File: config.mk
export PLATFORM = sky130hd
export DESIGN_NAME = ifs_flag_bank2
export DESIGN_NICKNAME = d
export VERILOG_FILES = /design/src/include/ifs_pkg.sv /design/src/rtl/ifs_flag_cell.sv /design/src/rtl/ifs_flag_bank2.sv
export SDC_FILE = /design/constraint.sdc
export NUM_CORES = 1
export LEC_CHECK = 0
export BUFFER_PORTS_ARGS = -buffer_cell sky130_fd_sc_hd__buf_4
export CAP_MARGIN = 5
export CORE_MARGIN = 2
export CORE_UTILIZATION = 36
export DETAILED_ROUTE_END_ITERATION = 8
export GPL_ROUTABILITY_DRIVEN = 0
export PLACE_DENSITY = 0.78
export SYNTH_ARGS = -nofsm -noshare
export SYNTH_HDL_FRONTEND = slang
export SYNTH_SLANG_ARGS = --single-unit
File: constraint.sdc
create_clock -name clk -period 0.8 [get_ports clk]
set_input_delay 0.12 -clock clk [delete_from_list [all_inputs] [get_ports clk]]
set_output_delay 0.12 -clock clk [all_outputs]
set_load 0.01 [all_outputs]
File: src/include/ifs_pkg.sv
// Constants for the second interrupt flag status bank
package ifs_pkg;
  localparam int unsigned DATA_W = 32;
  localparam int unsigned ADDR_W = 12;
  localparam int unsigned FLAG_W = 16;
  localparam int unsigned LANE_W = 8;

  // Byte addresses on the register bus
  localparam logic [ADDR_W-1:0] FLAG_OFFSET = 12'h000;
  localparam logic [ADDR_W-1:0] MASK_OFFSET = 12'h004;

  // Flag positions
  localparam int unsigned PARALLEL_POS = 13;
  localparam int unsigned COMPARE5_POS = 9;
  localparam int unsigned CAPTURE5_POS = 7;
  localparam int unsigned CAPTURE4_POS = 6;
  localparam int unsigned CAPTURE3_POS = 5;
  localparam int unsigned SERIAL2_EVENT_POS = 1;
  localparam int unsigned SERIAL2_FAULT_POS = 0;

  // Implemented bits; all others read zero and ignore writes
  localparam logic [FLAG_W-1:0] IMPL_MASK = 16'h22e3;

  localparam logic [FLAG_W-1:0] FLAG_RESET = 16'h0000;
  localparam logic [FLAG_W-1:0] MASK_RESET = 16'h0000;
  localparam logic [DATA_W-1:0] RDATA_RESET = 32'h0000_0000;
endpackage

File: src/rtl/ifs_flag_cell.sv
// One sticky interrupt request flag with set priority over software write
module ifs_flag_cell (
  input wire logic clk,
  input wire logic rst_n,
  input wire logic setEvent,
  input wire logic wrEn,
  input wire logic wrBit,
  output logic flag
);
  logic flagReg;
  logic flagNext;

  always_comb begin
    flagNext = flagReg;
    // Source event beats a same-cycle software clear
    if (setEvent) begin
      flagNext = 1'b1;
    end else if (wrEn) begin
      flagNext = wrBit;
    end
  end

  always_ff @(posedge clk or negedge rst_n) begin
    if (!rst_n) begin
      flagReg <= 1'b0;
    end else begin
      flagReg <= flagNext;
    end
  end

  assign flag = flagReg;
endmodule

File: src/rtl/ifs_flag_bank2.sv
// APB slave holding interrupt flag status bank 2 with mask and interrupt output
// Behaviour
// - Bit 13 holds parallel port request flag.
// - Bit 1 holds serial unit 2 event flag.
// - Compare5 bit 9, captures 7-5, fault bit 0.
// - Unimplemented bits read zero, ignore writes.
// - Flags read zero idle, writable, reset cleared.
module ifs_flag_bank2 (
  input wire logic clk,
  input wire logic rst_n,
  input wire logic psel,
  input wire logic penable,
  input wire logic pwrite,
  input wire logic [ifs_pkg::ADDR_W-1:0] paddr,
  input wire logic [ifs_pkg::DATA_W-1:0] pwdata,
  input wire logic [3:0] pstrb,
  output logic [ifs_pkg::DATA_W-1:0] prdata,
  output logic pready,
  output logic pslverr,
  input wire logic parallelPortReq,
  input wire logic compare5Req,
  input wire logic capture5Req,
  input wire logic capture4Req,
  input wire logic capture3Req,
  input wire logic serial2EventReq,
  input wire logic serial2FaultReq,
  output logic irq
);
  import ifs_pkg::*;

  logic setupPhase;
  logic accessPhase;
  logic hitFlag;
  logic hitMask;
  logic mapped;
  logic wrFlag;
  logic wrMask;
  logic [FLAG_W-1:0] eventVec;
  logic [FLAG_W-1:0] interruptFlagStatus2;
  logic [FLAG_W-1:0] maskReg;
  logic [FLAG_W-1:0] maskNext;
  logic [DATA_W-1:0] prdataReg;
  logic [DATA_W-1:0] prdataNext;
  logic [FLAG_W-1:0] laneEnable;
  logic parallelPortReqFlag;
  logic compare5ReqFlag;
  logic capture5ReqFlag;
  logic capture4ReqFlag;
  logic capture3ReqFlag;
  logic serial2EventReqFlag;
  logic serial2FaultReqFlag;

  // Bus decode
  assign setupPhase = psel && !penable;
  assign accessPhase = psel && penable;
  assign hitFlag = (paddr == FLAG_OFFSET);
  assign hitMask = (paddr == MASK_OFFSET);
  assign mapped = hitFlag || hitMask;
  // Writes land only at the completing access edge
  assign wrFlag = accessPhase && pwrite && hitFlag;
  assign wrMask = accessPhase && pwrite && hitMask;

  // Zero wait states; unmapped addresses answer with an error
  assign pready = 1'b1;
  assign pslverr = accessPhase && !mapped;

  // Event sources placed at their flag positions
  always_comb begin
    eventVec = '0;
    eventVec[PARALLEL_POS] = parallelPortReq;
    eventVec[SERIAL2_EVENT_POS] = serial2EventReq;
    eventVec[COMPARE5_POS] = compare5Req;
    eventVec[CAPTURE5_POS] = capture5Req;
    eventVec[CAPTURE4_POS] = capture4Req;
    eventVec[CAPTURE3_POS] = capture3Req;
    eventVec[SERIAL2_FAULT_POS] = serial2FaultReq;
  end

  // Byte strobes guard each flag; a half-word write to the low lanes is enough
  genvar i;
  generate
    for (i = 0; i < FLAG_W; i++) begin : g_bit
      assign laneEnable[i] = pstrb[i / LANE_W];
      if (IMPL_MASK[i]) begin : g_impl
        ifs_flag_cell u_cell (
          .clk(clk),
          .rst_n(rst_n),
          .setEvent(eventVec[i]),
          .wrEn(wrFlag && laneEnable[i]),
          .wrBit(pwdata[i]),
          .flag(interruptFlagStatus2[i])
        );
      end else begin : g_unimpl
        assign interruptFlagStatus2[i] = 1'b0;
      end
    end
  endgenerate

  assign parallelPortReqFlag = interruptFlagStatus2[PARALLEL_POS];
  assign compare5ReqFlag = interruptFlagStatus2[COMPARE5_POS];
  assign capture5ReqFlag = interruptFlagStatus2[CAPTURE5_POS];
  assign capture4ReqFlag = interruptFlagStatus2[CAPTURE4_POS];
  assign capture3ReqFlag = interruptFlagStatus2[CAPTURE3_POS];
  assign serial2EventReqFlag = interruptFlagStatus2[SERIAL2_EVENT_POS];
  assign serial2FaultReqFlag = interruptFlagStatus2[SERIAL2_FAULT_POS];

  // Mask register, same layout as the flags
  always_comb begin
    maskNext = maskReg;
    if (wrMask) begin
      for (int b = 0; b < FLAG_W; b++) begin
        if (laneEnable[b]) begin
          maskNext[b] = pwdata[b] && IMPL_MASK[b];
        end
      end
    end
  end

  always_ff @(posedge clk or negedge rst_n) begin
    if (!rst_n) begin
      maskReg <= MASK_RESET;
    end else begin
      maskReg <= maskNext;
    end
  end

  // Read data captured in the setup cycle so prdata comes from a flop
  always_comb begin
    prdataNext = prdataReg;
    if (setupPhase && !pwrite) begin
      if (hitFlag) begin
        prdataNext = {16'h0000, interruptFlagStatus2 & IMPL_MASK};
      end else if (hitMask) begin
        prdataNext = {16'h0000, maskReg};
      end else begin
        prdataNext = RDATA_RESET;
      end
    end
  end

  always_ff @(posedge clk or negedge rst_n) begin
    if (!rst_n) begin
      prdataReg <= RDATA_RESET;
    end else begin
      prdataReg <= prdataNext;
    end
  end

  assign prdata = prdataReg;

  // Level output; stays high until every unmasked flag is cleared
  assign irq = |(interruptFlagStatus2 & maskReg);

  a_parallel_flag: assert property (
    @(posedge clk) disable iff (!rst_n)
    parallelPortReq |=> parallelPortReqFlag
  ) else $error("parallel port event did not set bit 13");

  a_serial_event: assert property (
    @(posedge clk) disable iff (!rst_n)
    serial2EventReq |=> serial2EventReqFlag && interruptFlagStatus2[1]
  ) else $error("serial event did not set bit 1");

  a_other_positions: assert property (
    @(posedge clk) disable iff (!rst_n)
    {compare5Req, capture5Req, capture4Req, capture3Req, serial2FaultReq} != 5'h00
    |=> ((interruptFlagStatus2 & $past(eventVec)) == $past(eventVec))
        && (compare5ReqFlag || !$past(compare5Req))
        && (capture5ReqFlag || !$past(capture5Req))
        && (capture4ReqFlag || !$past(capture4Req))
        && (capture3ReqFlag || !$past(capture3Req))
        && (serial2FaultReqFlag || !$past(serial2FaultReq))
  ) else $error("request flag not set at its position");

  a_unimpl_zero: assert property (
    @(posedge clk) disable iff (!rst_n)
    ((interruptFlagStatus2 & ~IMPL_MASK) == 16'h0000)
    && ((maskReg & ~IMPL_MASK) == 16'h0000)
    && (prdata[31:16] == 16'h0000)
    && ((prdata[15:0] & ~IMPL_MASK) == 16'h0000)
  ) else $error("unimplemented bit reads nonzero");

  a_read_value: assert property (
    @(posedge clk) disable iff (!rst_n)
    (setupPhase && !pwrite && hitFlag)
    |=> prdata == {16'h0000, $past(interruptFlagStatus2)}
  ) else $error("flag read returned wrong value");

  a_write_value: assert property (
    @(posedge clk) disable iff (!rst_n)
    (wrFlag && pstrb[1:0] == 2'h3 && eventVec == 16'h0000)
    |=> interruptFlagStatus2 == ($past(pwdata[15:0]) & IMPL_MASK)
  ) else $error("flag write did not store value");

  a_set_wins: assert property (
    @(posedge clk) disable iff (!rst_n)
    (wrFlag && eventVec != 16'h0000)
    |=> (interruptFlagStatus2 & $past(eventVec)) == $past(eventVec)
  ) else $error("clear beat a same-cycle event");

  a_sticky_hold: assert property (
    @(posedge clk) disable iff (!rst_n)
    !wrFlag |=> (interruptFlagStatus2 & $past(interruptFlagStatus2))
                == $past(interruptFlagStatus2)
  ) else $error("flag dropped without software write");

  // An unmasked event must reach the pin one cycle later
  a_irq_level: assert property (
    @(posedge clk) disable iff (!rst_n)
    ((eventVec & maskReg) != 16'h0000) && !wrMask |=> irq
  ) else $error("unmasked event did not raise the interrupt");

  a_irq_drop: assert property (
    @(posedge clk) disable iff (!rst_n)
    irq && (eventVec == 16'h0000) && wrFlag && (pstrb[1:0] == 2'h3)
    && (pwdata[15:0] == 16'h0000) |=> !irq
  ) else $error("interrupt stayed high after all flags were cleared");

  a_mask_read: assert property (
    @(posedge clk) disable iff (!rst_n)
    (setupPhase && !pwrite && hitMask)
    |=> prdata == {16'h0000, $past(maskReg)}
  ) else $error("mask read returned wrong value");
endmodule

### Yosys cells after proc, flatten, opt, wreduce, memory -nomap -nowiden

Cells that the tools add are included.

| word-level totals | value |
|---|---|
| bits in registers | 46 |
| output and inout port bits | 35 |
| word-level logic and storage cells | 52 |
| input port bits | 60 |

| operators by class | value |
|---|---|
| bitwise operators | 1 |
| reduce and logical (&&, ||, !) cells | 24 |
| mux-type cells | 16 |
| equality and inequality tests | 1 |

Operators by type and width:

| cell | number |
|---|---|
| $mux W32 | 1 |
| $reduce_or A16 Y1 | 1 |
| $and A14 B14 Y14 | 1 |
| $mux W1 | 14 |
| $mux W14 | 1 |
| $reduce_bool A2 Y1 | 7 |
| $eq A12 B3 Y1 const B | 1 |
| $logic_not A12 Y1 | 1 |
| $logic_and A1 B1 Y1 | 9 |
| $reduce_and A2 Y1 | 2 |
| $logic_not A1 Y1 | 3 |
| $logic_or A1 B1 Y1 | 1 |

### Longest topological paths before layout

Gate-level depths: netlist of the first run.

| logic depth | value |
|---|---|
| depth after elaboration | 6 |
| gate-level depth with buffers | 5 |

### Cells and area by module

From an unflattened synthesis of the first run, not the netlist that was laid out.

| unflattened totals | value |
|---|---|
| cell total of the unflattened synthesis | 111 |
| area total of the unflattened synthesis | 1,266.2 um2 |

By module, submodules not included:

| module | area each (um2) | times used | seq. area each (um2) | cells each |
|---|---|---|---|---|
| ifs_flag_bank2 | 985.9 | 1 | 350.3 | 90 |
| ifs_flag_cell | 40.0 | 7 | 25.0 | 3 |

### Worst setup path after synthesis of the first run

OpenSTA, ideal clock, no wires.

| timing | value |
|---|---|
| path type | in2reg |
| start point | input paddr[11] in the netlist's numbering |
| end point | register maskReg[0] |
| data required time | 675 ps |
| path buffers | 1 |
| cell stages on the path | 4 |
| library setup time | 125 ps |
| setup slack | -467 ps |
| data arrival time | 1,142 ps |
| cell sequence | nor4_4 -> and4_1 -> buf_6 -> mux2_4 |

| on the way | value |
|---|---|
| longest elaborated chain between the ends | 3 |

Ends and longest elaborated chain:

| item | line | source |
|---|---|---|
| from (decl) | ifs_flag_bank2.sv:14 | `input wire logic [ifs_pkg::ADDR_W-1:0] paddr,` |
| $eq A12 B3 Y1 | ifs_flag_bank2.sv:57 | `assign hitMask = (paddr == MASK_OFFSET);` |
| $logic_and A1 B1 Y1 | ifs_flag_bank2.sv:61 | `assign wrMask = accessPhase && pwrite && hitMask;` |
| $reduce_and A2 Y1 (no source line) | - |  |
| to (signal assigned) | ifs_flag_bank2.sv:123 | `maskReg <= maskNext;` |
| to (decl) | ifs_flag_bank2.sv:40 | `logic [FLAG_W-1:0] maskReg;` |

No other way between the ends.
A chain may end at the register's enable or synchronous reset.

### Final worst setup path of the first run

| timing | value |
|---|---|
| start point | register g_bit[1].g_impl.u_cell.flagReg |
| end point | output irq |

| on the way | value |
|---|---|
| longest elaborated chain between the ends | 2 |

Ends and longest elaborated chain:

| item | line | source |
|---|---|---|
| from (decl) | ifs_flag_cell.sv:10 | `logic flagReg;` |
| from (signal assigned) | ifs_flag_cell.sv:27 | `flagReg <= flagNext;` |
| $and A14 B14 Y14 | ifs_flag_bank2.sv:152 | `assign irq = \|(interruptFlagStatus2 & maskReg);` |
| $reduce_or A16 Y1 | ifs_flag_bank2.sv:152 |  |
| to (decl) | ifs_flag_bank2.sv:27 | `output logic irq` |

No other way between the ends.

==> flow_metrics.tcl, run 1 <==
set metrics [dict create \
    yosys-mux-area-fraction 0.184 \
    cp_num_buf_inv 1 \
    grt_max_degree 22 \
    cts_tree "done" \
    internal_power_mw 1.46 \
    fin_util 0.592 \
    grt_antenna_before_repair 0 \
    seqPwrFrac 0.530 \
    crit_family "flip-flops" \
    cp-end-kind "output port" \
    synth_compound_area_frac 0.0514 \
    final_cell_mix "buf_4, conb_1, buf_6" \
    final_cells 245 \
    fin_nets 260 \
    reg2regPathDepth 3 \
    grt_pass1_wl_um 5060 \
    fin_ws_ps -713 \
    synth-async-reset-ratio 1.00 \
    core_sq_um 3390 \
    ant_nets 0 \
    seq_area_frac_synth 0.407 \
    finalHoldViolCount 0 \
    min_to "maskReg[9]" \
    synthSimpleGateAreaFrac 0.183 \
    maxCapViolCount 0 \
    power_frac_clock 0.265 \
    rr_startpoint "maskReg[0]" \
    cp.required_ps 680 \
    io_buffers 41 \
    grt_overflow_total 0 \
    clock.fmax_ghz 0.661 \
    cts.root.buffer_cell "clkbuf_4" \
    syn_avg_cell_area_sq_um 10.7 \
    p_per_area_nw_per_um2 998 \
    vias 1121 \
    hold_start "pwdata[9]" \
    synthXorXnorAreaFrac 0 \
    cp.arrival_ps 1390 \
    track_usage 0.160 \
    tns_ps -5460 \
    synthCells 121 \
    period_minus_slack_ps 1510 \
    initial_core_util 0.381 \
    yosys-top-cells-area "dfrtp_1, buf_4, mux2i_1" \
    outcome "finished, violations left" \
    finalCritPeriodShare 1.89 \
    switching_share 0.272 \
    synth_flop_cell "dfrtp_1" \
    area_growth_pct 55.5 \
    synth_fa_ha_area_frac 0 \
    dpl.hpwl_um 2160 \
    r2r-end "prdata[0]" \
    timing_worst_setup_path_type "reg -> out" \
    pre_cts_ws_ps -563 \
    layout-drive-gt1-share 0.508 \
    drt-pass1-iter-count 4 \
    violations "setup timing" \
    crit_chain "a222oi_1 -> nand3_1 -> buf_4" \
    numCtsBuffers 3 \
    yosysTopAreaCell "dfrtp_1" \
    worstHoldPathType "in -> reg" \
    clkSinkCount 21 \
    boundaryPins 95 \
    synth_area_sq_um 1290 \
    clkSlewWorstSetupHoldPaths_ps 120 \
    leakagePower_nw 1.04 \
    ys_seq_elements 21 \
    critPathMaxStageDelay_ps 420 \
    setup_violations 30 \
    grt_setup_unrepaired "yes" \
    clock_latency_ps 320 \
    cpMaxStageDelayCell "dfrtp_1" \
    die_h_um 63.9 \
    ys_types 25 \
    irDropWorstVdd_uv 389 \
    drv_slew 0 \
    final_common_cell "buf_4" \
    placementRows 21 \
    wl_per_cell_um 13.0 \
    min_path_cells 2 \
    first_global_vias 1099 \
    critPathLaunchType "register" \
    yosys_warnings 0 \
    synth_top_area_frac 0.407 \
    placed_cells 230 \
    die_area_sq_um 4080 \
    drc 0 \
    post_drt_via_cell_ratio 4.58 \
    totalWireLength_um 3180 \
    diodes 0 \
    synth_edf_count 0 \
    p_switching_uw 546 \
    htree_levels 1 \
    rrSetupSlack_ps -170 \
    combPwrFrac 0.205 \
    worstPathMaxFanout 2 \
    skew_ps 3.57 \
    first_iter_violations 48 \
    dieWidth_um 63.9 \
    whs_ps 21.5 \
    synth_top_family_by_area "multiplexers" \
    clockBufferDepth 2 \
]
-- worst max-delay path by stage --
| stage | startpoint | to | cells past startpoint |
|---|---|---|---|
| after floorplan | paddr[8] | maskReg[0] | 4 |
| after global placement | paddr[3] | maskReg[7] | 5 |
| after detailed placement | paddr[3] | maskReg[0] | 5 |
| after CTS | maskReg[6] | irq | 3 |
| after global routing | maskReg[6] | irq | 3 |
| final | g_bit[1].g_impl.u_cell.flag | irq | 3 |
-- power by group through the flow --
stage,Sequential (mW),Clock (mW),Combinational (mW)
2_1_floorplan,1.08,0,0.223
3_3_place_gp,1.08,0,0.337
3_5_place_dp,1.08,0,0.343
4_1_cts,1.06,0.537,0.376
5_1_grt,1.06,0.562,0.444
6_report,1.06,0.531,0.410
-- Yosys cell counts (2+ instances only) --
cell	number
a22oi_1	2
and4_1	3
buf_4	27
conb_1	2
dfrtp_1	21
mux2_1	2
mux2_4	5
mux2i_1	14
nand2_1	8
nand4_1	3
nor2_1	14
nor4_4	2
o21ai_0	2
o21ai_1	5
-- registers in the layout, indices dropped and copies added, names as in the netlist --
signal,flops
g_bit.g_impl.u_cell.flag,7
maskReg,7
prdata,7
-- cells by family after synthesis --
family / Yosys count
and+or+nand+nor: 37
buffers and inverters: 29
muxes: 21
DFF: 21
AOI/OAI and AO/OA: 11
other: 2
-- per-stage QoR --
step | power [mW] | area (sq um)
finish | 2.00 | 2010
global route | 2.07 | 2010
CTS | 1.98 | 1930
detailed placement | 1.42 | 1740
global placement | 1.42 | 1740
floorplan | 1.31 | 1400
-- repair_timing --
action | CTS | global route
cloned | 0 | 0
hold buffers | 1 | 0
endpoints found under the setup margin | 30 | 30
pin swaps | 8 | 5
endpoints found under the hold margin | 21 | 0
buffers inserted | 8 | 3
gates resized for setup | 23 | 14
-- area by class of cell --
class,instances,area [sq um]
clock buffer,4,26.3
fill,274,1380
multi-input combinational,95,717
sequential,21,526
tap,46,57.6
timing repair buffer,79,682
-- metal layers --
layer / up-vias / wire (um) / track usage
met3: 5 / 141 / 0.0158
met4: 0 / 50 / 0.0652
met1: 537 / 1360 / 0.205
met5: - / 0 / 0
li1: 529 / - / -
met2: 50 / 1630 / 0.275
(Power assumes the default switching activity.)
==> run 2: changes to the inputs <==
Settings changed: HOLD_SLACK_MARGIN set to 0.1.
==> run 2 against run 1 <==
Global-route usage up 0.96 points. The flow still finishes with violations (setup timing). Critical endpoint unchanged. Via count is 7.5% higher. Largest power group unchanged. Maximum frequency down 8.7%. Sequential cell count unchanged. Cell count up 5.7%. First-iteration DRC count grew 88%. Hold slack gained 180 ps.
==> flow_metrics.tcl, run 2 (same netlist as run 1, synthesis figures left out) <==
set metrics [dict create \
    irDropWorstVdd_uv 488 \
    placementRows 21 \
    placedInstanceArea_sq_um 1740 \
    worstPathMaxFanout 2 \
    initial_core_util 0.381 \
    die_h_um 63.9 \
    htree_levels 1 \
    maxCapViolCount 0 \
    first_global_vias 1184 \
    layout-drive-gt1-share 0.479 \
    cp.arrival_ps 1540 \
    placed_cells 230 \
    design_area_sq_um 2150 \
    regArea_sq_um 526 \
    track_usage 0.169 \
    clkSinkCount 21 \
    skew_ps 11.5 \
    drt-met1-wl_um 1530 \
    timing_worst_setup_path_type "reg -> out" \
    cts_tree "done" \
    crit_end "irq" \
    grt_max_degree 22 \
    drt-pass1-iter-count 4 \
    fin_nets 274 \
    diodes 0 \
    post_drt_via_cell_ratio 4.65 \
    reg2regPathDepth 3 \
    numCtsBuffers 3 \
    totalWireLength_um 3700 \
    p_per_area_nw_per_um2 963 \
    clockBufferDepth 2 \
    drc 0 \
    cp-end-kind "output port" \
    grt_pass1_wl_um 5420 \
    critPathLaunchType "register" \
    rr_startpoint "maskReg[0]" \
    crit_start "g_bit[1].g_impl.u_cell.flag" \
    fin_ws_ps -857 \
    worstHoldPathType "in -> async" \
    fillerInstances 262 \
    die_area_sq_um 4080 \
    finalHoldViolCount 0 \
    area_growth_pct 66.4 \
    final_cell_mix "buf_4, conb_1, buf_6" \
    leakagePower_nw 1.10 \
    rrSetupSlack_ps -180 \
    route.met2.wl_um 1940 \
    wl_met3_um 154 \
    io_buffers 41 \
    multi_input_area_sq_um 717 \
    first_iter_violations 90 \
    drv_slew 0 \
    finalCritPeriodShare 2.07 \
    wl_per_cell_um 14.3 \
    grt_antenna_before_repair 0 \
    final_cells 259 \
    cts.root.buffer_cell "clkbuf_4" \
    violations "setup timing" \
    outcome "finished, violations left" \
    pre_cts_ws_ps -563 \
    top_layer_used "met4" \
    setup_violations 30 \
    dpl.hpwl_um 2160 \
    r2r-end "prdata[0]" \
    whs_ps 202 \
    clock.fmax_ghz 0.603 \
    core_sq_um 3390 \
    boundaryPins 95 \
    period_minus_slack_ps 1660 \
    clkSlewWorstSetupHoldPaths_ps 120 \
    cp.required_ps 680 \
    ant_nets 0 \
    grt_overflow_total 0 \
    vias 1205 \
    clock_latency_ps 320 \
    final_common_cell "buf_4" \
    power_mw 2.07 \
    dieWidth_um 63.9 \
    grt_setup_unrepaired "yes" \
]
==> run 2: cell types whose count changed in the layout (fill, tap and decap cells not counted) <==
cell,before,now
dlygate4sd3_1,1,15
mux2_1,2,1
mux2_2,0,1
==> run 2: cell type report <==
type	instances	share of cell area
timing repair buffer	93	0.383
tap	46	0.0268
multi-input combinational	95	0.334
sequential	21	0.245
clock buffer	4	0.0122
==> run 2: worst min-delay path by stage <==
stage	from	end	slack (ps)	cells past startpoint
after detailed placement	rst_n	g_bit[7].g_impl.u_cell.flag	20	1
final	rst_n	g_bit[13].g_impl.u_cell.flag	200	2
after CTS	paddr[2]	g_bit[13].g_impl.u_cell.flag	210	4
after global placement	rst_n	prdata[7]	10	1
after global routing	rst_n	g_bit[13].g_impl.u_cell.flag	220	2
after floorplan	rst_n	g_bit[0].g_impl.u_cell.flag	-180	0
==> run 2: where the power goes <==
part / switching, mW / leakage [nW] / internal (mW)
Clock: 0.345 / 0.0150 / 0.195
Combinational: 0.222 / 0.828 / 0.245
Sequential: 0.000289 / 0.257 / 1.06
Total: 0.567 / 1.10 / 1.50
==> run 2: timing repair <==
action,CTS,global route
buffers inserted,8,3
setup endpoints to repair,30,30
cloned,0,0
hold buffers,15,0
gates resized for setup,23,15
pin swaps,8,6
hold endpoints to repair,35,0
==> run 2: worst max-delay path: stages, from the launching register on <==
cell	delay [ps]
dfrtp_1	430
a222oi_1	470
nand3_1	150
buf_4	180
==> run 2: metal layers <==
layer / GRT usage / up-vias
met5: 0 / -
met4: 0.0788 / 0
met3: 0.0158 / 8
met2: 0.285 / 43
met1: 0.219 / 595
li1: - / 559
==> run 2: metrics by stage <==
stage	util	TNS (ps)
6_report	0.634	-6390
5_1_grt	0.634	-7570
4_1_cts	0.612	-4470
3_5_place_dp	0.513	-10390
3_3_place_gp	0.513	-9780
2_1_floorplan	-	-5820
==> run 3: changes to the inputs <==
Settings changed: ABC_AREA set to 1, CORE_UTILIZATION 36 to 37, CTS_CLUSTER_SIZE set to 24.
==> run 3 against run 2 <==
Largest cell class is now multi-input combinational cells. Power up 7.0%. Sequential cell count stayed put. The flow still finishes with violations (setup timing). Design area increased by 4.2%. Worst setup slack improved by 260 ps.
==> flow_metrics.tcl, run 3 <==
set metrics [dict create \
    outcome "finished, violations left" \
    violations "setup timing" \
    yosys-top-cells-area "dfrtp_1, nand2_1, buf_4" \
    core_sq_um 3630 \
    final_common_cell "nand2_1" \
    multi_input_area_sq_um 848 \
    final_cell_mix "nand2_1, buf_4, buf_6" \
    ys_seq_elements 21 \
    synthCells 194 \
    cp.required_ps 680 \
    irDropWorstVdd_uv 497 \
    cp.arrival_ps 1280 \
    reg2regPathDepth 6 \
    leakagePower_nw 1.21 \
    htree_levels 1 \
    final_cells 314 \
    switching_share 0.282 \
    layout-drive-gt1-share 0.440 \
    crit_end "irq" \
    post_drt_via_cell_ratio 4.50 \
    combPwrFrac 0.187 \
    period_minus_slack_ps 1400 \
    synth-async-reset-ratio 1.00 \
    crit_start "g_bit[13].g_impl.u_cell.flag" \
    dieWidth_um 65.2 \
    skew_ps 5.01 \
    synth_area_sq_um 1390 \
    grt_setup_unrepaired "yes" \
    dpl.hpwl_um 2430 \
    worstPathMaxFanout 2 \
    placementRows 22 \
    vias 1412 \
    yosysTopAreaCell "dfrtp_1" \
    power_frac_clock 0.333 \
    numCtsBuffers 3 \
    track_usage 0.181 \
    yosys-mux-area-fraction 0 \
    timing_worst_setup_path_type "reg -> out" \
    rr_startpoint "maskReg[5]" \
    synth_compound_area_frac 0.0415 \
    cts.root.buffer_cell "clkbuf_8" \
    maxCapViolCount 0 \
    ys_types 19 \
    synth_edf_count 0 \
    synth_fa_ha_area_frac 0 \
    fin_nets 327 \
    clock_latency_ps 280 \
    cts_tree "done" \
    die_area_sq_um 4260 \
    yosysMostFrequentCell "nand2_1" \
    totalWireLength_um 3830 \
    r2r-end "prdata[5]" \
    drc 0 \
    first_global_vias 1297 \
    synth_top_area_frac 0.379 \
    clock.fmax_ghz 0.716 \
    worstHoldPathType "in -> reg" \
    grt_overflow_total 0 \
    seqPwrFrac 0.479 \
    drv_slew 0 \
    grt_pass1_wl_um 5800 \
    placed_cells 301 \
    fin_ws_ps -596 \
    tns_ps -3430 \
    synthSimpleGateAreaFrac 0.366 \
    clockBufferDepth 2 \
    drt-pass1-iter-count 4 \
    critPathLaunchType "register" \
    finalCritPeriodShare 1.74 \
    first_iter_violations 70 \
    diodes 0 \
    fillerInstances 318 \
    clkSlewWorstSetupHoldPaths_ps 80 \
    grt_antenna_before_repair 0 \
    synth_top_family_by_area "simple AND/OR/NAND/NOR gates" \
    cp-end-kind "output port" \
    p_per_area_nw_per_um2 989 \
    initial_core_util 0.382 \
    ant_nets 0 \
    clkSinkCount 21 \
    regArea_sq_um 526 \
    synth_flop_cell "dfrtp_1" \
    internal_power_mw 1.59 \
    die_h_um 65.2 \
    grt_max_degree 22 \
    yosys_warnings 0 \
    area_growth_pct 61.3 \
    synthXorXnorAreaFrac 0 \
    netlist_top_cells_count "nand2_1, buf_4, dfrtp_1, inv_1, nand3_1" \
    setup_violations 30 \
    seq_area_frac_synth 0.379 \
    boundaryPins 95 \
    wl_per_cell_um 12.2 \
    syn_avg_cell_area_sq_um 7.15 \
    io_buffers 41 \
    finalHoldViolCount 0 \
    rrSetupSlack_ps -200 \
    p_switching_uw 624 \
]
[run 3: cell families after synthesis]
family | count (synthesis)
and+or+nand+nor | 112
buffers and inverters | 49
DFF | 21
AOI/OAI and AO/OA | 10
other | 2
[run 3: cell type report]
class	count	share of cell area
multi-input cells	150	0.379
repair buffers	69	0.292
flip-flops and latches	21	0.235
inverters	22	0.0464
well taps	48	0.0268
clock buffers	3	0.0184
clock inverters	1	0.00224
[run 3: power groups by stage]
stage | Clock, mW | Sequential [mW] | Combinational, mW
floorplan | 0 | 1.08 | 0.260
global placement | 0 | 1.08 | 0.359
detailed placement | 0 | 1.08 | 0.363
CTS | 0.743 | 1.06 | 0.401
global route | 0.787 | 1.06 | 0.456
finish | 0.738 | 1.06 | 0.415
[run 3: metrics by stage]
| step | power (mW) | hold slack, ps | area, sq um | utilization | worst slack, ps |
|---|---|---|---|---|---|
| finish | 2.21 | 98.9 | 2240 | 0.616 | -596 |
| global placement | 1.44 | 15.3 | 1860 | 0.511 | -301 |
| global route | 2.30 | 102 | 2240 | 0.616 | -565 |
| detailed placement | 1.45 | 18.9 | 1860 | 0.511 | -351 |
| CTS | 2.20 | 103 | 2100 | 0.579 | -514 |
| floorplan | 1.34 | -176 | 1540 | - | -151 |
[run 3: layer usage]
metal	routed length [um]	global-route usage
met1	1590	0.207
met2	1970	0.311
met3	177	0.0325
met4	102	0.115
met5	0	0
[run 3: worst min path at each step]
stage | start | end | slack, ps | cells past startpoint
floorplan | rst_n | g_bit[0].g_impl.u_cell.flag | -180 | 0
global placement | rst_n | prdata[13] | 20 | 1
detailed placement | rst_n | prdata[13] | 20 | 1
CTS | pwdata[0] | maskReg[0] | 100 | 3
global route | pwdata[0] | maskReg[0] | 100 | 3
finish | pwdata[0] | maskReg[0] | 100 | 3
[run 3: what timing repair did]
item                                    CTS  global route
buffers inserted                          2             5
gates cloned                              2             0
pin swaps                                17             9
gates resized for setup                  35            21
endpoints found under the hold margin    21             0
hold buffers                              1             0
endpoints found under the setup margin   30            30
[run 3: worst max-delay path, cell delays in order (launching register included)]
cell     delay, ps
dfrtp_1        400
nand2_1         80
nand2_1         50
a21oi_1        220
nand2_1        120
buf_6          140
